<file path="src/core/asa_alu_regs.svh">
// register map, field positions and constants of the add/sub alu
// Summary of operation
// - addition sets carry on carry out of the result msb, clears otherwise
// - subtraction sets carry on borrow into the result msb, clears otherwise
// - nibble carry set on carry out of or borrow into the low nibble
// - sign flag copies bit 7 for bytes, bit 15 for words
// - zero flag set when every result bit is zero
// - parity flag set when low eight result bits hold even ones
// - overflow flag set when signed result leaves the destination range
// - sum writes destination plus source and updates all six flags
// - difference writes destination minus source and updates all six flags
// - sum with carry adds one more when carry was set
// - difference with borrow subtracts one more when carry was set
// - increment adds one, updates five flags, keeps carry
// - decrement subtracts one, updates five flags, keeps carry
// - negate forms zero minus operand; carry set unless operand is zero
// - negating the most negative value keeps it and sets overflow
// - compare updates all six flags and leaves both operands unchanged
// - ascii sum adjust makes one digit, upper nibble zero, updates nibble carry, carry
// - bcd sum adjust makes two digits, updates five flags, overflow kept
// - ascii difference adjust makes one digit, upper nibble zero, updates two flags
// - bcd difference adjust makes two digits, updates five flags, overflow kept
`ifndef ASA_ALU_REGS_SVH
`define ASA_ALU_REGS_SVH

`define ASA_OFF_DEST   8'h00
`define ASA_OFF_SRC    8'h04
`define ASA_OFF_CTRL   8'h08
`define ASA_OFF_FLAGS  8'h0C

`define ASA_CTRL_OP_HI 3
`define ASA_CTRL_OP_LO 0
`define ASA_CTRL_WORD  4

`define ASA_FLAG_CARRY  0
`define ASA_FLAG_PARITY 2
`define ASA_FLAG_NIBBLE 4
`define ASA_FLAG_ZERO   6
`define ASA_FLAG_SIGN   7
`define ASA_FLAG_OVFL   11

`define ASA_RESP_OKAY  2'h0
`define ASA_RESP_SLVERR 2'h2

`define ASA_NIB_MAX    4'h9
`define ASA_BCD_MAX    8'h99
`define ASA_ADJ_LO     8'h06
`define ASA_ADJ_HI     8'h60
`define ASA_NIB_MASK   8'h0F
`define ASA_BYTE_MIN   8'h80
`define ASA_WORD_MIN   16'h8000
`define ASA_ONE        16'h0001
`define ASA_ZERO16     16'h0000
`define ASA_ZERO32     32'h0000_0000

`endif

</file>
<file path="src/core/asa_pkg.sv">
// types of the add/sub alu
package asa_pkg;

  typedef enum logic [3:0] {
    ASA_OP_ADD        = 4'h0,
    ASA_OP_ADC        = 4'h1,
    ASA_OP_INC        = 4'h2,
    ASA_OP_ASCII_SUM  = 4'h3,
    ASA_OP_BCD_SUM    = 4'h4,
    ASA_OP_SUB        = 4'h5,
    ASA_OP_SUB_BORROW = 4'h6,
    ASA_OP_MINUS_ONE  = 4'h7,
    ASA_OP_REVERSE    = 4'h8,
    ASA_OP_COMPARE    = 4'h9,
    ASA_OP_ASCII_DIFF = 4'hA,
    ASA_OP_BCD_DIFF   = 4'hB
  } asa_op_t;

  typedef enum logic {
    ASA_WR_IDLE = 1'b0,
    ASA_WR_RESP = 1'b1
  } asa_wr_state_t;

  typedef struct packed {
    logic carry_flag;
    logic even_parity_flag;
    logic nibble_carry_flag;
    logic result_zero_flag;
    logic sign_bit_flag;
    logic signed_overflow_flag;
  } asa_flags_t;

  typedef struct packed {
    logic [7:0] addr;
    logic [2:0] prot;
  } asa_axi_addr_t;

  typedef struct packed {
    logic [31:0] data;
    logic [3:0]  strb;
  } asa_axi_wdata_t;

  typedef struct packed {
    logic [31:0] data;
    logic [1:0]  resp;
  } asa_axi_rdata_t;

endpackage

</file>
<file path="src/core/asa_alu.sv">
// add/sub alu with flags behind an axi4-lite slave
`timescale 1ns/1ps
`include "asa_alu_regs.svh"

module asa_alu (
  input  wire logic                    aclk,
  input  wire logic                    aresetn,
  input  wire logic                    awvalid,
  output logic                         awready,
  input  wire asa_pkg::asa_axi_addr_t  aw,
  input  wire logic                    wvalid,
  output logic                         wready,
  input  wire asa_pkg::asa_axi_wdata_t w,
  output logic                         bvalid,
  input  wire logic                    bready,
  output logic [1:0]                   bresp,
  input  wire logic                    arvalid,
  output logic                         arready,
  input  wire asa_pkg::asa_axi_addr_t  ar,
  output logic                         rvalid,
  input  wire logic                    rready,
  output asa_pkg::asa_axi_rdata_t      r,
  output logic [15:0]                  accumulator,
  output asa_pkg::asa_flags_t          flags
);
  import asa_pkg::*;

  asa_wr_state_t  wr_state_reg;
  logic           aw_held_reg;
  logic           w_held_reg;
  logic [7:0]     waddr_reg;
  asa_axi_wdata_t wdata_reg;
  logic [1:0]     bresp_reg;
  logic           rvalid_reg;
  asa_axi_rdata_t rdata_reg;
  logic [15:0]    dest_reg;
  logic [15:0]    src_reg;
  logic [4:0]     ctrl_reg;
  asa_flags_t     flags_reg;
  logic [15:0]    prev_dest_q;
  logic [15:0]    prev_src_q;

  logic           do_write;
  logic           exec;
  asa_op_t        op_in;
  logic           word_in;
  logic           op_valid;
  logic [15:0]    opa;
  logic [15:0]    opb;
  logic           cin;
  logic           sub;
  logic           keep_cf;
  logic [16:0]    sum_w;
  logic [8:0]     sum_b;
  logic [4:0]     sum_n;
  logic [15:0]    dest_next;
  asa_flags_t     flags_next;
  logic           write_dest;
  logic [15:0]    res;
  logic           res_msb;
  logic           a_msb;
  logic           b_msb;
  logic [7:0]     acc_lo;
  logic [7:0]     adj;
  logic           lo_fix;
  logic           hi_fix;
  logic [31:0]    rd_word;
  logic           rd_hit;
  logic [31:0]    flag_word;

  // axi write and read channel handshakes and output ports
  assign awready  = (wr_state_reg == ASA_WR_IDLE) && !aw_held_reg;
  assign wready   = (wr_state_reg == ASA_WR_IDLE) && !w_held_reg;
  assign bvalid   = (wr_state_reg == ASA_WR_RESP);
  assign bresp    = bresp_reg;
  assign do_write = (wr_state_reg == ASA_WR_IDLE) && aw_held_reg && w_held_reg;
  assign exec     = do_write && (waddr_reg == `ASA_OFF_CTRL) && wdata_reg.strb[0];
  assign arready  = !rvalid_reg;
  assign rvalid   = rvalid_reg;
  assign r        = rdata_reg;
  assign accumulator = dest_reg;
  assign flags    = flags_reg;

  // write address and data latches
  always_ff @(posedge aclk) begin
    if (!aresetn) begin
      aw_held_reg <= 1'b0;
      waddr_reg   <= 8'h00;
    end else if (awvalid && awready) begin
      aw_held_reg <= 1'b1;
      waddr_reg   <= aw.addr;
    end else if (do_write) begin
      aw_held_reg <= 1'b0;
    end
  end

  always_ff @(posedge aclk) begin
    if (!aresetn) begin
      w_held_reg <= 1'b0;
      wdata_reg  <= '0;
    end else if (wvalid && wready) begin
      w_held_reg <= 1'b1;
      wdata_reg  <= w;
    end else if (do_write) begin
      w_held_reg <= 1'b0;
    end
  end

  // write response state machine
  always_ff @(posedge aclk) begin
    if (!aresetn) begin
      wr_state_reg <= ASA_WR_IDLE;
      bresp_reg    <= `ASA_RESP_OKAY;
    end else begin
      case (wr_state_reg)
        ASA_WR_IDLE: begin
          if (do_write) begin
            wr_state_reg <= ASA_WR_RESP;
            if (waddr_reg == `ASA_OFF_DEST || waddr_reg == `ASA_OFF_SRC ||
                waddr_reg == `ASA_OFF_CTRL || waddr_reg == `ASA_OFF_FLAGS) begin
              bresp_reg <= `ASA_RESP_OKAY;
            end else begin
              bresp_reg <= `ASA_RESP_SLVERR;
            end
          end
        end
        ASA_WR_RESP: begin
          if (bready) begin
            wr_state_reg <= ASA_WR_IDLE;
          end
        end
        default: wr_state_reg <= ASA_WR_IDLE;
      endcase
    end
  end

  // operand selection
  always_comb begin
    op_in    = asa_op_t'(wdata_reg.data[`ASA_CTRL_OP_HI:`ASA_CTRL_OP_LO]);
    word_in  = wdata_reg.data[`ASA_CTRL_WORD];
    opa      = dest_reg;
    opb      = src_reg;
    cin      = 1'b0;
    sub      = 1'b0;
    keep_cf  = 1'b0;
    op_valid = 1'b1;
    case (op_in)
      ASA_OP_ADD: begin
      end
      ASA_OP_ADC: cin = flags_reg.carry_flag;
      ASA_OP_INC: begin
        opb     = `ASA_ONE;
        keep_cf = 1'b1;
      end
      ASA_OP_SUB: sub = 1'b1;
      ASA_OP_SUB_BORROW: begin
        sub = 1'b1;
        cin = flags_reg.carry_flag;
      end
      ASA_OP_MINUS_ONE: begin
        opb     = `ASA_ONE;
        sub     = 1'b1;
        keep_cf = 1'b1;
      end
      ASA_OP_REVERSE: begin
        opa = `ASA_ZERO16;
        opb = dest_reg;
        sub = 1'b1;
      end
      ASA_OP_COMPARE: sub = 1'b1;
      ASA_OP_ASCII_SUM, ASA_OP_BCD_SUM, ASA_OP_ASCII_DIFF, ASA_OP_BCD_DIFF: begin
      end
      default: op_valid = 1'b0;
    endcase
  end

  // carry or borrow at the msb
  assign sum_w = sub ? ({1'b0, opa} - {1'b0, opb} - {16'h0000, cin})
                     : ({1'b0, opa} + {1'b0, opb} + {16'h0000, cin});
  assign sum_b = sub ? ({1'b0, opa[7:0]} - {1'b0, opb[7:0]} - {8'h00, cin})
                     : ({1'b0, opa[7:0]} + {1'b0, opb[7:0]} + {8'h00, cin});
  // carry or borrow at the low nibble
  assign sum_n = sub ? ({1'b0, opa[3:0]} - {1'b0, opb[3:0]} - {4'h0, cin})
                     : ({1'b0, opa[3:0]} + {1'b0, opb[3:0]} + {4'h0, cin});

  assign acc_lo = dest_reg[7:0];
  assign lo_fix = (acc_lo[3:0] > `ASA_NIB_MAX) || flags_reg.nibble_carry_flag;
  assign hi_fix = (acc_lo > `ASA_BCD_MAX) || flags_reg.carry_flag;

  // result and flag computation
  always_comb begin
    res        = word_in ? sum_w[15:0] : {dest_reg[15:8], sum_b[7:0]};
    res_msb    = word_in ? res[15] : res[7];
    a_msb      = word_in ? opa[15] : opa[7];
    b_msb      = word_in ? opb[15] : opb[7];
    adj        = acc_lo;
    dest_next  = dest_reg;
    flags_next = flags_reg;
    write_dest = 1'b0;
    case (op_in)
      ASA_OP_ASCII_SUM, ASA_OP_ASCII_DIFF: begin
        if (op_in == ASA_OP_ASCII_SUM) begin
          adj = lo_fix ? (acc_lo + `ASA_ADJ_LO) : acc_lo;
        end else begin
          adj = lo_fix ? (acc_lo - `ASA_ADJ_LO) : acc_lo;
        end
        dest_next  = {dest_reg[15:8], adj & `ASA_NIB_MASK};
        write_dest = 1'b1;
        flags_next.nibble_carry_flag = lo_fix;
        flags_next.carry_flag        = lo_fix;
      end
      ASA_OP_BCD_SUM, ASA_OP_BCD_DIFF: begin
        if (op_in == ASA_OP_BCD_SUM) begin
          adj = acc_lo + (lo_fix ? `ASA_ADJ_LO : 8'h00) + (hi_fix ? `ASA_ADJ_HI : 8'h00);
        end else begin
          adj = acc_lo - (lo_fix ? `ASA_ADJ_LO : 8'h00) - (hi_fix ? `ASA_ADJ_HI : 8'h00);
        end
        dest_next  = {dest_reg[15:8], adj};
        write_dest = 1'b1;
        flags_next.nibble_carry_flag = lo_fix;
        flags_next.carry_flag        = hi_fix;
        flags_next.even_parity_flag  = ~^adj;
        flags_next.sign_bit_flag     = adj[7];
        flags_next.result_zero_flag  = (adj == 8'h00);
      end
      default: begin
        dest_next  = res;
        write_dest = op_valid && (op_in != ASA_OP_COMPARE);
        if (op_valid) begin
          if (!keep_cf) begin
            flags_next.carry_flag = word_in ? sum_w[16] : sum_b[8];
          end
          flags_next.nibble_carry_flag = sum_n[4];
          flags_next.sign_bit_flag     = res_msb;
          flags_next.result_zero_flag  = word_in ? (res == `ASA_ZERO16) : (res[7:0] == 8'h00);
          flags_next.even_parity_flag  = ~^res[7:0];
          flags_next.signed_overflow_flag = sub ? ((a_msb != b_msb) && (res_msb != a_msb))
                                                : ((a_msb == b_msb) && (res_msb != a_msb));
        end
      end
    endcase
  end

  // destination operand register
  always_ff @(posedge aclk) begin
    if (!aresetn) begin
      dest_reg <= `ASA_ZERO16;
    end else if (exec && write_dest) begin
      dest_reg <= dest_next;
    end else if (do_write && waddr_reg == `ASA_OFF_DEST) begin
      if (wdata_reg.strb[0]) dest_reg[7:0] <= wdata_reg.data[7:0];
      if (wdata_reg.strb[1]) dest_reg[15:8] <= wdata_reg.data[15:8];
    end
  end

  // source operand register
  always_ff @(posedge aclk) begin
    if (!aresetn) begin
      src_reg <= `ASA_ZERO16;
    end else if (do_write && waddr_reg == `ASA_OFF_SRC) begin
      if (wdata_reg.strb[0]) src_reg[7:0] <= wdata_reg.data[7:0];
      if (wdata_reg.strb[1]) src_reg[15:8] <= wdata_reg.data[15:8];
    end
  end

  // control register keeps the last operation
  always_ff @(posedge aclk) begin
    if (!aresetn) begin
      ctrl_reg <= 5'h00;
    end else if (exec) begin
      ctrl_reg <= wdata_reg.data[`ASA_CTRL_WORD:`ASA_CTRL_OP_LO];
    end
  end

  // flag register, software writable
  always_ff @(posedge aclk) begin
    if (!aresetn) begin
      flags_reg <= '0;
    end else if (exec) begin
      flags_reg <= flags_next;
    end else if (do_write && waddr_reg == `ASA_OFF_FLAGS) begin
      if (wdata_reg.strb[0]) begin
        flags_reg.carry_flag        <= wdata_reg.data[`ASA_FLAG_CARRY];
        flags_reg.even_parity_flag  <= wdata_reg.data[`ASA_FLAG_PARITY];
        flags_reg.nibble_carry_flag <= wdata_reg.data[`ASA_FLAG_NIBBLE];
        flags_reg.result_zero_flag  <= wdata_reg.data[`ASA_FLAG_ZERO];
        flags_reg.sign_bit_flag     <= wdata_reg.data[`ASA_FLAG_SIGN];
      end
      if (wdata_reg.strb[1]) begin
        flags_reg.signed_overflow_flag <= wdata_reg.data[`ASA_FLAG_OVFL];
      end
    end
  end

  // read decode
  always_comb begin
    flag_word = `ASA_ZERO32;
    flag_word[`ASA_FLAG_CARRY]  = flags_reg.carry_flag;
    flag_word[`ASA_FLAG_PARITY] = flags_reg.even_parity_flag;
    flag_word[`ASA_FLAG_NIBBLE] = flags_reg.nibble_carry_flag;
    flag_word[`ASA_FLAG_ZERO]   = flags_reg.result_zero_flag;
    flag_word[`ASA_FLAG_SIGN]   = flags_reg.sign_bit_flag;
    flag_word[`ASA_FLAG_OVFL]   = flags_reg.signed_overflow_flag;
    rd_hit  = 1'b1;
    rd_word = `ASA_ZERO32;
    if (ar.addr == `ASA_OFF_DEST) begin
      rd_word = {16'h0000, dest_reg};
    end else if (ar.addr == `ASA_OFF_SRC) begin
      rd_word = {16'h0000, src_reg};
    end else if (ar.addr == `ASA_OFF_CTRL) begin
      rd_word = {27'h000_0000, ctrl_reg};
    end else if (ar.addr == `ASA_OFF_FLAGS) begin
      rd_word = flag_word;
    end else begin
      rd_hit = 1'b0;
    end
  end

  // read channel
  always_ff @(posedge aclk) begin
    if (!aresetn) begin
      rvalid_reg <= 1'b0;
      rdata_reg  <= '0;
    end else if (arvalid && arready) begin
      rvalid_reg     <= 1'b1;
      rdata_reg.data <= rd_word;
      rdata_reg.resp <= rd_hit ? `ASA_RESP_OKAY : `ASA_RESP_SLVERR;
    end else if (rready) begin
      rvalid_reg <= 1'b0;
    end
  end

  // operand history for checks
  always_ff @(posedge aclk) begin
    if (!aresetn) begin
      prev_dest_q <= `ASA_ZERO16;
      prev_src_q  <= `ASA_ZERO16;
    end else begin
      prev_dest_q <= dest_reg;
      prev_src_q  <= src_reg;
    end
  end

  AST_ADD_CARRY: assert property (@(posedge aclk) disable iff (!aresetn)
    exec && op_in == ASA_OP_ADD && !word_in |=>
      flags_reg.carry_flag == (({1'b0, prev_dest_q[7:0]} + {1'b0, prev_src_q[7:0]}) > 9'h0FF))
    else $error("add carry wrong");
  AST_SUB_BORROW: assert property (@(posedge aclk) disable iff (!aresetn)
    exec && op_in == ASA_OP_SUB && word_in |=>
      flags_reg.carry_flag == (prev_dest_q < prev_src_q) &&
      dest_reg == prev_dest_q - prev_src_q)
    else $error("sub borrow wrong");
  AST_SIGN: assert property (@(posedge aclk) disable iff (!aresetn)
    exec && op_valid && op_in == ASA_OP_ADD && word_in |=>
      flags_reg.sign_bit_flag == dest_reg[15])
    else $error("sign flag wrong");
  AST_PARITY: assert property (@(posedge aclk) disable iff (!aresetn)
    exec && (op_in == ASA_OP_SUB || op_in == ASA_OP_BCD_SUM) |=>
      flags_reg.even_parity_flag == ~^dest_reg[7:0])
    else $error("parity flag wrong");
  AST_INC_KEEP_CF: assert property (@(posedge aclk) disable iff (!aresetn)
    exec && op_in == ASA_OP_INC |=> $stable(flags_reg.carry_flag))
    else $error("increment changed carry");
  AST_NEG_CF: assert property (@(posedge aclk) disable iff (!aresetn)
    exec && op_in == ASA_OP_REVERSE && word_in |=>
      flags_reg.carry_flag == (prev_dest_q != `ASA_ZERO16))
    else $error("negate carry wrong");
  AST_NEG_MIN: assert property (@(posedge aclk) disable iff (!aresetn)
    exec && op_in == ASA_OP_REVERSE && word_in && dest_reg == `ASA_WORD_MIN |=>
      dest_reg == `ASA_WORD_MIN && flags_reg.signed_overflow_flag)
    else $error("negate minimum wrong");
  AST_CMP_KEEP: assert property (@(posedge aclk) disable iff (!aresetn)
    exec && op_in == ASA_OP_COMPARE |=> $stable(dest_reg) ##1 1'b1)
    else $error("compare changed destination");
  AST_ASCII_SUM_NIB: assert property (@(posedge aclk) disable iff (!aresetn)
    exec && op_in == ASA_OP_ASCII_SUM |=>
      dest_reg[7:4] == 4'h0 && flags_reg.carry_flag == flags_reg.nibble_carry_flag)
    else $error("ascii adjust wrong");

endmodule // asa_alu

</file>
<file path="config.mk">
export PLATFORM = sky130hd
export DESIGN_NAME = asa_alu
export DESIGN_NICKNAME = d
export VERILOG_FILES = /design/src/core/asa_pkg.sv /design/src/core/asa_alu.sv
export VERILOG_INCLUDE_DIRS = /design/src /design/src/core
export SDC_FILE = /design/constraint.sdc
export NUM_CORES = 1
export LEC_CHECK = 0
export BUFFER_PORTS_ARGS = -buffer_cell sky130_fd_sc_hd__buf_2
export CAP_MARGIN = 20
export CORE_MARGIN = 2
export CORE_UTILIZATION = 59
export CTS_BUF_LIST = sky130_fd_sc_hd__clkbuf_4 sky130_fd_sc_hd__clkbuf_8
export DETAILED_ROUTE_END_ITERATION = 12
export MAX_ROUTING_LAYER = met4
export PLACE_DENSITY = 0.92
export SLEW_MARGIN = 20
export SYNTH_ARGS = -nofsm -noshare
export SYNTH_HDL_FRONTEND = slang
export SYNTH_SLANG_ARGS = --single-unit
</file>
<file path="constraint.sdc">
create_clock -name aclk -period 5.5 [get_ports aclk]
set_clock_uncertainty 0.2 [all_clocks]
set_input_delay 1.1 -clock aclk [delete_from_list [all_inputs] [get_ports aclk]]
set_output_delay 1.1 -clock aclk [all_outputs]
set_load 0.05 [all_outputs]
</file>
Yosys cells after proc, flatten, opt, wreduce, memory -nomap -nowiden:

Index checks and enable logic that the tools add are counted.

* input port bits: 65
* bits in latches: 0
* register bits: 109
* output and inout bits: 63
* bits in writable memories: 0
* memories: 0
* ROM bits: 0
* logic and storage cells: 190

* shift-type cells: 0
* add/subtract/negate cells: 18
* magnitude comparators: 2
* equal/unequal tests: 31
* muxes and demuxes: 58
* div/mod/pow operators: 0
* reduce and logical (&&, ||, !) cells: 58
* bitwise logic cells: 1
* multipliers: 0

Operators by type and width (number)
* two-way mux 16 bit: 6
* case mux 16 bit (2 select lines): 2
* == test 8 x 4 -> 1 bit (second input constant): 4
* zero test 8 bit: 4
* two-way mux 8 bit: 4
* two-way mux 1 bit: 26
* two-way mux 12 bit: 2
* two-way mux 6 bit: 3
* nonzero test 2 bit: 9
* adder 16 x 16 -> 17 bit: 1
* adder 17 x 1 -> 17 bit: 1
* two-way mux 17 bit: 1
* subtractor 16 x 16 -> 17 bit: 1
* subtractor 17 x 1 -> 17 bit: 1
* == test 4 x 3 -> 1 bit (second input constant): 4
* == test 4 bit (second input constant): 4
* == test 8 x 3 -> 1 bit (second input constant): 2
* logical AND 1 bit: 16
* zero test 16 bit: 1
* AND reduction 4 bit: 4
* XNOR reduction 8 bit: 2
* two-way mux 4 bit: 3
* OR reduction 12 bit: 1
* two-way mux 5 bit: 2
* other kinds (43): 64

Logic depth before layout (Yosys ltp):

Gate-level depths: netlist (run 1).

* word-level depth: 14
* mapped depth: 24
* gate-level depth less buffers: 22

Worst setup path before layout (run 1):

No wires, ideal clock.

* path kind: flip-flop to flip-flop
* from: reg wdata_reg, in the netlist op_in[1]
* to: reg flags_reg, in the netlist flags[2]
* library setup time: 0.069 ns
* data required time: 5.231 ns
* cell stages (with the launch flop): 23
* slack: 0.703 ns
* arrival time: 4.528 ns
* buffers on the path: 3
* period minus slack after synthesis: 4.797 ns
* path through: dfxtp_1 clkbuf_1 clkbuf_1 nand2_1 o32a_1 clkbuf_1 nand2_1 o21ai_0 ha_1 ha_1 a21oi_1 nor2_1 a211oi_1 xor2_1 nor2_1 a21oi_1 ha_1 nand4_1 nor2_1 nand4_1 a211o_1 or4_1 o21ai_1

* longest elaborated chain between the ends: 12
* elaborated cells on any way between the ends: 46
* classes of those cells: 8 x add/sub; 13 x eq/ne; 14 x mux; 11 x reduce/logical

Ends and longest elaborated chain
* start, declared: RTL line asa_alu.sv:32 `asa_axi_wdata_t wdata_reg;`
* start signal, assigned: RTL line asa_alu.sv:103 `wdata_reg <= w;`
* == test 4 x 3 -> 1 bit / == test 4 x 2 -> 1 bit (equally long branches): RTL line asa_alu.sv:147 `case (op_in)`
* OR reduction 2 bit (no source line)
* case mux 16 bit (2 select lines): RTL line asa_alu.sv:147
* adder 16 x 16 -> 17 bit, or another cell as far along: RTL line asa_alu.sv:179 `: ({1'b0, opa} + {1'b0, opb} + {16'h0000, cin});`
* adder 17 x 1 -> 17 bit, or another cell as far along: RTL line asa_alu.sv:179
* two-way mux 17 bit / two-way mux 9 bit (equally long branches): RTL line asa_alu.sv:178, asa_alu.sv:180
* two-way mux 16 bit: RTL line asa_alu.sv:192 `res = word_in ? sum_w[15:0] : {dest_reg[15:8], sum_b[7:0]};`
* zero test 16 bit (no source line) / zero test 8 bit (equally long branches)
* two-way mux 1 bit: RTL line asa_alu.sv:235 `` flags_next.result_zero_flag = word_in ? (res == `ASA_ZERO16) : (res[7:0] == 8'h00); ``
* two-way mux 6 bit: RTL line asa_alu.sv:229 `if (op_valid) begin`
* case mux 2 bit (2 select lines): RTL line asa_alu.sv:200 `case (op_in)`
* two-way mux 6 bit: RTL line asa_alu.sv:279 `end else if (exec) begin`
* end signal, assigned: RTL line asa_alu.sv:280 `flags_reg <= flags_next;`
* end, declared: RTL line asa_alu.sv:39 `asa_flags_t flags_reg;`

Parallel ways exist; a longest one is shown, timed or not. The select of a mux whose other input is x is not followed.
A chain may end at the register's enable or synchronous reset.

Final worst setup path (run 1):

* from: reg wdata_reg, in the netlist op_in[3]
* to: reg flags_reg, in the netlist flags[2]

The elaborated chain is that of the path after synthesis.

==> reports/qor.csv, run 1 <==
metric,value,unit
remaining_drc_errors,0,
critical_path.top_delay_family,simple AND/OR/NAND/NOR gates,
routed.top_layer,met4,
grt_pass1_vias,6919,
timing.reg2reg.setup_slack,0.48,ns
worstSetupPathType,flop to flop,
synth_top_cell_by_area,sky130_fd_sc_hd__dfxtp_1,
power.ir.vdd_worst,0.000255,V
worst_hold_path_type,flop to flop,
drt_pass1_iterations,8,
num-fill-cells,1010,
yosys.area_share.xor_xnor,5.07,%
max_stage_delay,0.54,ns
r2r-start,op_in[3]$_SDFFE_PN0P_,
post_synthesis_adder_cell_area_fraction,12.6,%
max_reg_flops,17,
status,completed,
seq_area_frac_synth,24.5,%
path_clk_slew,0.09,ns
antennaDiodeCount,0,
route.met2.wl,9470,µm
port-buffer-count,85,
final_design_area_excluding_fillers,8060,µm²
setup_repair_after_global_routing_missed_its_margin,no,
start_util,61.0,%
crit_path_top_delay_cell,sky130_fd_sc_hd__or3_1,
final_layout_size_suffix_gt1_share,12.7,%
main_combinational_cell_family_by_area_after_synthesis,compound AO/OA/AOI/OAI gates,
drtIter0Drc,788,
synth_area_in_compound_gates,24.0,%
number_of_enable_type_register_cells_in_the_synthesized_netlist,0,
cp_max_fo,13,
cell_types_with_the_largest_area_share_after_synthesis,"sky130_fd_sc_hd__dfxtp_1, sky130_fd_sc_hd__ha_1, sky130_fd_sc_hd__nor2_1",
synth_async_sr_flop_share,0,%
crit_buf_inv,0,
post-route-worst-setup-slack,0.481,ns
number_of_antenna_violations_at_the_first_check_in_global_routing,0,
worst-endpoint-arrival,5.12,ns
grt_use_total,32.5,%
avgViaCountPerCell,6.14,
final_util,66.3,%
cp-start-kind,flop,
timing.max_cap.violations,0,
routed-via-count,7499,
place_congestion,0.988,
chipHeight,116,µm
clock_tree_from_tritoncts,yes,
synth_warnings,0,
route.detailed.wl_per_inst,17.1,µm
post_synth.cell_area_avg,7.46,µm²
min_period_over_period,91.3,%
worst_r2r_path_depth,18,
floorplan.die.width,116,µm
floorplan.io_pins,128,
commonest_non_fill_non_tap_cell_in_the_layout,sky130_fd_sc_hd__nor2_1,
wirelength_met1,8600,µm
synth_seq_cells,91,
overall_power_of_the_completed_layout,0.00148,W
whs_endpoint,ctrl_reg[3]$_SDFFE_PN0P_,
residual_overflow_from_global_routing,0,
layout-area-overhead-vs-synth,8.56,%
cts_sinks,91,
timing.final.crit_period,5.02,ns
wl_final,20900,µm
hold_path_startpoint,ctrl_reg[3]$_SDFFE_PN0P_,
mostFrequentLayoutCells,"sky130_fd_sc_hd__nor2_1, sky130_fd_sc_hd__nand2_1, sky130_fd_sc_hd__dfxtp_1, sky130_fd_sc_hd__a21oi_1, sky130_fd_sc_hd__buf_2",
detail-route-antenna-nets,0,
largest_net_degree_at_the_start_of_global_routing,55,
r2r-end,flags[2]$_SDFFE_PN0P_,
leakagePower,3.35,nW
clock_insertion_delay_worst_skew,0.36,ns
route.met3.wl,2080,µm
worstHoldPathCells,2,
report.final.setup_viol,0,
count_of_nets_after_finishing,1185,
worst_pin_slew,1.08,ns
placement.cell_area,7860,µm²
cts_buffer_depth,2,
yosys.area_share.simple,22.0,%
post-place-ws,0.428,ns
slew_headroom,27.6,%
max_freq,199,MHz
yosys-mux-area-fraction,4.03,%
syn-instance-count,995,
core.rowCount,40,
timing.final.max_slew_violations,0,
ctsRootBufferMaster,sky130_fd_sc_hd__clkbuf_8,
timing_hold_violations_final,0,
grt_first_pass_wirelength,33900,µm
setup_total_negative_slack,0,ns
required_time_reported_for_the_critical_path_endpoint,5.60,ns
pwr_density_cell,184,nW/µm²
hpwl,15900,µm
ys.flop_type,sky130_fd_sc_hd__dfxtp_1,
cts_made_buffers,9,
syn_area,7420,µm²
h-tree-depth,3,
yosysUniqueCellTypes,72,
core_area,12200,µm²
synth_largest_type_area_fraction,24.5,%
cp_cell_instances,nand2b_1 > or3_1 > o21ai_0 > ha_1 > ha_1 > a21oi_1 > nor2_1 > a211oi_1 > xor2_1 > nor2_1 > a21oi_1 > ha_1 > nand4_1 > nor2_1 > nand4_1 > a211o_1 > or4_1 > o21ai_1,
crit_path_end_kind,flop,
die_area,13500,µm²
-- synthesized netlist by cell type (all sizes together), types with 12 or more instances --
| library cell | number |
|---|---|
| clkbuf | 39 |
| o211ai | 16 |
| buf | 30 |
| inv | 65 |
| a21oi | 87 |
| a211oi | 18 |
| ha | 65 |
| nand2 | 120 |
| nand3 | 12 |
| o21ai | 57 |
| nor2 | 121 |
| xnor2 | 34 |
| mux2i | 25 |
| nor3 | 30 |
| dfxtp | 91 |
| nor2b | 16 |
-- stage by stage --
step | hold slack (ns) | std cells
6_report | 0.255 | 1222
5_1_grt | 0.278 | 1222
4_1_cts | 0.256 | 1222
3_5_place_dp | 0.245 | 1206
3_3_place_gp | 0.243 | 1206
2_1_floorplan | 0.232 | 1012
-- kinds of logic after synthesis --
| logic type | after synthesis |
|---|---|
| multiplexers | 29 |
| adder cells (fa/ha/maj) | 71 |
| XOR/XNOR | 43 |
| other | 1 |
| AND/OR/NAND/NOR | 353 |
| buffers and inverters | 134 |
| flip-flops | 91 |
| AO/OA/AOI/OAI | 273 |
-- routing by layer --
metal  track usage [%]  vias up
met1              42.0     3421
met3              4.00       78
li1                  -     3559
met4              14.2        0
met5                 -        -
met2              51.3      441
-- worst reg2reg max path: stages, from the launching register on --
cell,delay [ns]
sky130_fd_sc_hd__dfxtp_2,0.46
sky130_fd_sc_hd__nand2b_1,0.16
sky130_fd_sc_hd__or3_1,0.54
sky130_fd_sc_hd__o21ai_0,0.32
sky130_fd_sc_hd__ha_1,0.35
sky130_fd_sc_hd__ha_1,0.40
sky130_fd_sc_hd__a21oi_1,0.26
sky130_fd_sc_hd__nor2_1,0.06
sky130_fd_sc_hd__a211oi_1,0.25
sky130_fd_sc_hd__xor2_1,0.20
sky130_fd_sc_hd__nor2_1,0.06
sky130_fd_sc_hd__a21oi_1,0.26
sky130_fd_sc_hd__ha_1,0.19
sky130_fd_sc_hd__nand4_1,0.12
sky130_fd_sc_hd__nor2_1,0.18
sky130_fd_sc_hd__nand4_1,0.13
sky130_fd_sc_hd__a211o_1,0.28
sky130_fd_sc_hd__or4_1,0.40
sky130_fd_sc_hd__o21ai_1,0.13
-- what timing repair did --
| action | in CTS | in global routing |
|---|---|---|
| setup buffers | 0 | 0 |
| hold buffers | 0 | 0 |
| endpoints found under the setup margin | 0 | 1 |
| hold endpoints to repair | 0 | 0 |
| resized for setup | 0 | 3 |
-- where the power goes --
group | switching, W | internal [W]
Combinational | 0.000229 | 0.000112
Clock | 0.000235 | 0.000200
Sequential | 0.0000259 | 0.000679
Total | 0.000490 | 0.000991
-- worst max path at each step --
stage | slack [ns] | endpoint | cells after the start | from
CTS | 0.39 | flags[2]$_SDFFE_PN0P_ | 18 | op_in[3]$_SDFFE_PN0P_
global placement | 0.50 | flags[2]$_SDFFE_PN0P_ | 18 | op_in[3]$_SDFFE_PN0P_
detailed placement | 0.43 | flags[2]$_SDFFE_PN0P_ | 18 | op_in[3]$_SDFFE_PN0P_
floorplan | 0.70 | flags[2]$_SDFFE_PN0P_ | 22 | op_in[1]$_SDFFE_PN0P_
finish | 0.48 | flags[2]$_SDFFE_PN0P_ | 18 | op_in[3]$_SDFFE_PN0P_
global route | 0.08 | flags[2]$_SDFFE_PN0P_ | 18 | op_in[3]$_SDFFE_PN0P_
-- area by class of cell --
class	instances	area (µm²)	share of cell area, %
repair buffers	95	500	6.21
clock buffers	13	166	2.06
flip-flops and latches	91	1820	22.6
inverters	65	244	3.03
well taps	168	210	2.61
multi-input cells	787	5090	63.2
clock inverters	3	21.3	0.264
(Power assumes the default switching activity.)
==> run 2: changes to the inputs <==
==> constraint.sdc (replaced) <==
create_clock -name aclk -period 5.75 [get_ports aclk]
set_clock_uncertainty 0.2 [all_clocks]
set_input_delay 1.15 -clock aclk [delete_from_list [all_inputs] [get_ports aclk]]
set_output_delay 1.15 -clock aclk [all_outputs]
set_load 0.05 [all_outputs]
==> run 2 against run 1 <==
  * Critical path depth up 1
  * Critical endpoint unchanged
  * Clock-buffer cell count did not move
  * Global-route usage up 0.77 points
  * Critical path type unchanged
==> reports/qor.csv, run 2 (synthesized netlist as in run 1, its figures left out) <==
metric,value,unit,change
internal-power,0.000986,W,was 0.000991 W
report.final.setup_viol,0,,unchanged
r2r-start,op_in[1]$_SDFFE_PN0P_,,was op_in[3]$_SDFFE_PN0P_
die_area,13500,µm²,unchanged
place_congestion,0.977,,was 0.988
timing.reg2reg.setup_slack,0.64,ns,was 0.48 ns
hpwl,16100,µm,was 15900 µm
post-cts-setup-buffer-count,0,,unchanged
worst_hold_path_type,flop to flop,,unchanged
groute.layer.met2.usage,51.7,%,was 51.3%
start_point_of_the_critical_path,op_in[1]$_SDFFE_PN0P_,,was op_in[3]$_SDFFE_PN0P_
timing.final.max_slew_violations,0,,unchanged
antennaDiodeCount,0,,unchanged
worstSetupPathType,flop to flop,,unchanged
crit_path_end_kind,flop,,unchanged
drtIter0Drc,838,,was 788
largest_net_degree_at_the_start_of_global_routing,50,,was 55
worstHoldPathCells,2,,unchanged
cts_sinks,91,,unchanged
grt_pass1_vias,7043,,was 6919
pwr_density_cell,180,nW/µm²,was 184 nW/µm²
setup_total_negative_slack,0,ns,unchanged
mostFrequentLayoutCells,"sky130_fd_sc_hd__nor2_1, sky130_fd_sc_hd__nand2_1, sky130_fd_sc_hd__dfxtp_1, sky130_fd_sc_hd__a21oi_1, sky130_fd_sc_hd__buf_2",,unchanged
timing_hold_violations_final,0,,unchanged
p_switching,0.000468,W,was 0.000490 W
global_route.usage.met1,41.0,%,was 42.0%
port-buffer-count,85,,unchanged
cp_max_fo,11,,was 13
grt_use_met3,7.63,%,was 4.00%
commonest_non_fill_non_tap_cell_in_the_layout,sky130_fd_sc_hd__nor2_1,,unchanged
final_layout_size_suffix_gt1_share,12.6,%,was 12.7%
avgViaCountPerCell,6.22,,was 6.14
core_area,12200,µm²,unchanged
pwr-share-comb,22.6,%,was 23.0%
final_design_area_excluding_fillers,8080,µm²,was 8060 µm²
remaining_drc_errors,0,,unchanged
timing.final.crit_period,5.11,ns,was 5.02 ns
cp-start-kind,flop,,unchanged
share_seq_of_total_power,46.3,%,was 47.6%
h-tree-depth,3,,unchanged
num-fill-cells,984,,was 1010
detail-route-antenna-nets,0,,unchanged
wl_final,21600,µm,was 20900 µm
cts_repair_resize_count,0,,unchanged
grt_use_total,33.2,%,was 32.5%
switch_share,32.2,%,was 33.1%
route.detailed.wl_per_inst,17.6,µm,was 17.1 µm
min_period_over_period,88.9,%,was 91.3%
max_freq,196,MHz,was 199 MHz
start_util,61.0,%,unchanged
share_clk_of_total_power,31.1,%,was 29.4%
worst_pin_slew,0.943,ns,was 1.08 ns
residual_overflow_from_global_routing,0,,unchanged
count_of_nets_after_finishing,1186,,was 1185
placement.cell_area,7870,µm²,was 7860 µm²
cts_buffer_depth,2,,unchanged
power.ir.vdd_worst,0.000222,V,was 0.000255 V
globalRoute.busiestLayer,met2,,unchanged
timing.max_cap.violations,0,,unchanged
number_of_antenna_violations_at_the_first_check_in_global_routing,0,,unchanged
cts_made_buffers,9,,unchanged
clock_insertion_delay_worst_skew,0.36,ns,about the same
status,completed,,unchanged
core.rowCount,40,,unchanged
slew_headroom,36.5,%,was 27.6%
drt_pass1_iterations,6,,was 8
layout-area-overhead-vs-synth,8.88,%,was 8.56%
routed-via-count,7609,,was 7499
leakagePower,3.36,nW,was 3.35 nW
grt_first_pass_wirelength,34500,µm,was 33900 µm
worst_hold_slack,0.258,ns,was 0.255 ns
path_clk_slew,0.08,ns,was 0.09 ns
floorplan.io_pins,128,,unchanged
crit_path_end,flags[2]$_SDFFE_PN0P_,,unchanged
cts_hold_repair.buffers,0,,unchanged
clock_tree_from_tritoncts,yes,,unchanged
worst_r2r_path_depth,19,,was 18
worst-endpoint-arrival,5.21,ns,was 5.12 ns
r2r-end,flags[2]$_SDFFE_PN0P_,,unchanged
required_time_reported_for_the_critical_path_endpoint,5.85,ns,was 5.60 ns
chipHeight,116,µm,unchanged
ctsRootBufferMaster,sky130_fd_sc_hd__clkbuf_8,,unchanged
setup_repair_after_global_routing_missed_its_margin,no,,unchanged
floorplan.die.width,116,µm,unchanged
max_reg_flops,17,,unchanged
run 2: cell count changes in the layout (fill, tap and decap cells not counted), sizes merged:
cell,change
buf,+1
bufinv,+1
clkinv,-1
run 2: worst min-delay path by stage:
stage                                   start                        end  slack (ns)
finish               ctrl_reg[2]$_SDFFE_PN0P_   ctrl_reg[2]$_SDFFE_PN0P_        0.26
global route         ctrl_reg[2]$_SDFFE_PN0P_   ctrl_reg[2]$_SDFFE_PN0P_        0.27
floorplan            ctrl_reg[3]$_SDFFE_PN0P_   ctrl_reg[3]$_SDFFE_PN0P_        0.23
CTS                  ctrl_reg[2]$_SDFFE_PN0P_   ctrl_reg[2]$_SDFFE_PN0P_        0.26
global placement    waddr_reg[1]$_SDFFE_PN0P_  waddr_reg[1]$_SDFFE_PN0P_        0.24
detailed placement   ctrl_reg[2]$_SDFFE_PN0P_   ctrl_reg[2]$_SDFFE_PN0P_        0.25
run 2: worst max-delay path: stages, from the launching register on:
cell and delay [ns]:
sky130_fd_sc_hd__dfxtp_1 0.56, sky130_fd_sc_hd__xnor2_1 0.13, sky130_fd_sc_hd__o32a_1 0.40, sky130_fd_sc_hd__buf_4 0.22
sky130_fd_sc_hd__nand2_1 0.07, sky130_fd_sc_hd__o21ai_0 0.11, sky130_fd_sc_hd__ha_1 0.41, sky130_fd_sc_hd__ha_1 0.40
sky130_fd_sc_hd__and3_1 0.22, sky130_fd_sc_hd__a211oi_1 0.31, sky130_fd_sc_hd__xor2_1 0.18, sky130_fd_sc_hd__nor2_1 0.05
sky130_fd_sc_hd__a21oi_1 0.24, sky130_fd_sc_hd__ha_1 0.19, sky130_fd_sc_hd__nand4_1 0.12, sky130_fd_sc_hd__nor2_1 0.21
sky130_fd_sc_hd__nand4_1 0.13, sky130_fd_sc_hd__a211o_1 0.29, sky130_fd_sc_hd__or4_1 0.43, sky130_fd_sc_hd__o21ai_1 0.15
run 2: stage by stage:
| step | utilization, % | instances | power (W) | worst slack (ns) |
|---|---|---|---|---|
| CTS | 66.4 | 1223 | 0.00145 | 0.732 |
| finish | 66.5 | 1223 | 0.00145 | 0.640 |
| global route | 66.5 | 1223 | 0.00151 | 0.438 |
| detailed placement | 64.7 | 1207 | 0.00101 | 0.819 |
| global placement | 64.7 | 1207 | 0.00100 | 0.947 |
| floorplan | - | 1012 | 0.000937 | 0.953 |
run 2: power groups by stage:
stage	logic, W	registers [W]	clock network (W)
finish	0.000329	0.000673	0.000452
global route	0.000355	0.000676	0.000480
CTS	0.000323	0.000672	0.000450
detailed placement	0.000320	0.000687	0
global placement	0.000314	0.000686	0
floorplan	0.000240	0.000697	0
run 2: layer usage:
metal  part of all wire, %  up-vias
met5                     0        -
met3                   9.7      115
li1                      -     3574
met1                    40     3467
met2                    45      453
met4                   5.4        0
run 2: area by class of cell:
type	count	area [µm²]	area share (%)
timing repair buffer	96	508	6.28
clock inverter	3	46.3	0.573
clock buffer	13	160	1.98
inverter	65	244	3.02
multi-input combinational	787	5090	63.0
tap	168	210	2.60
sequential	91	1820	22.5
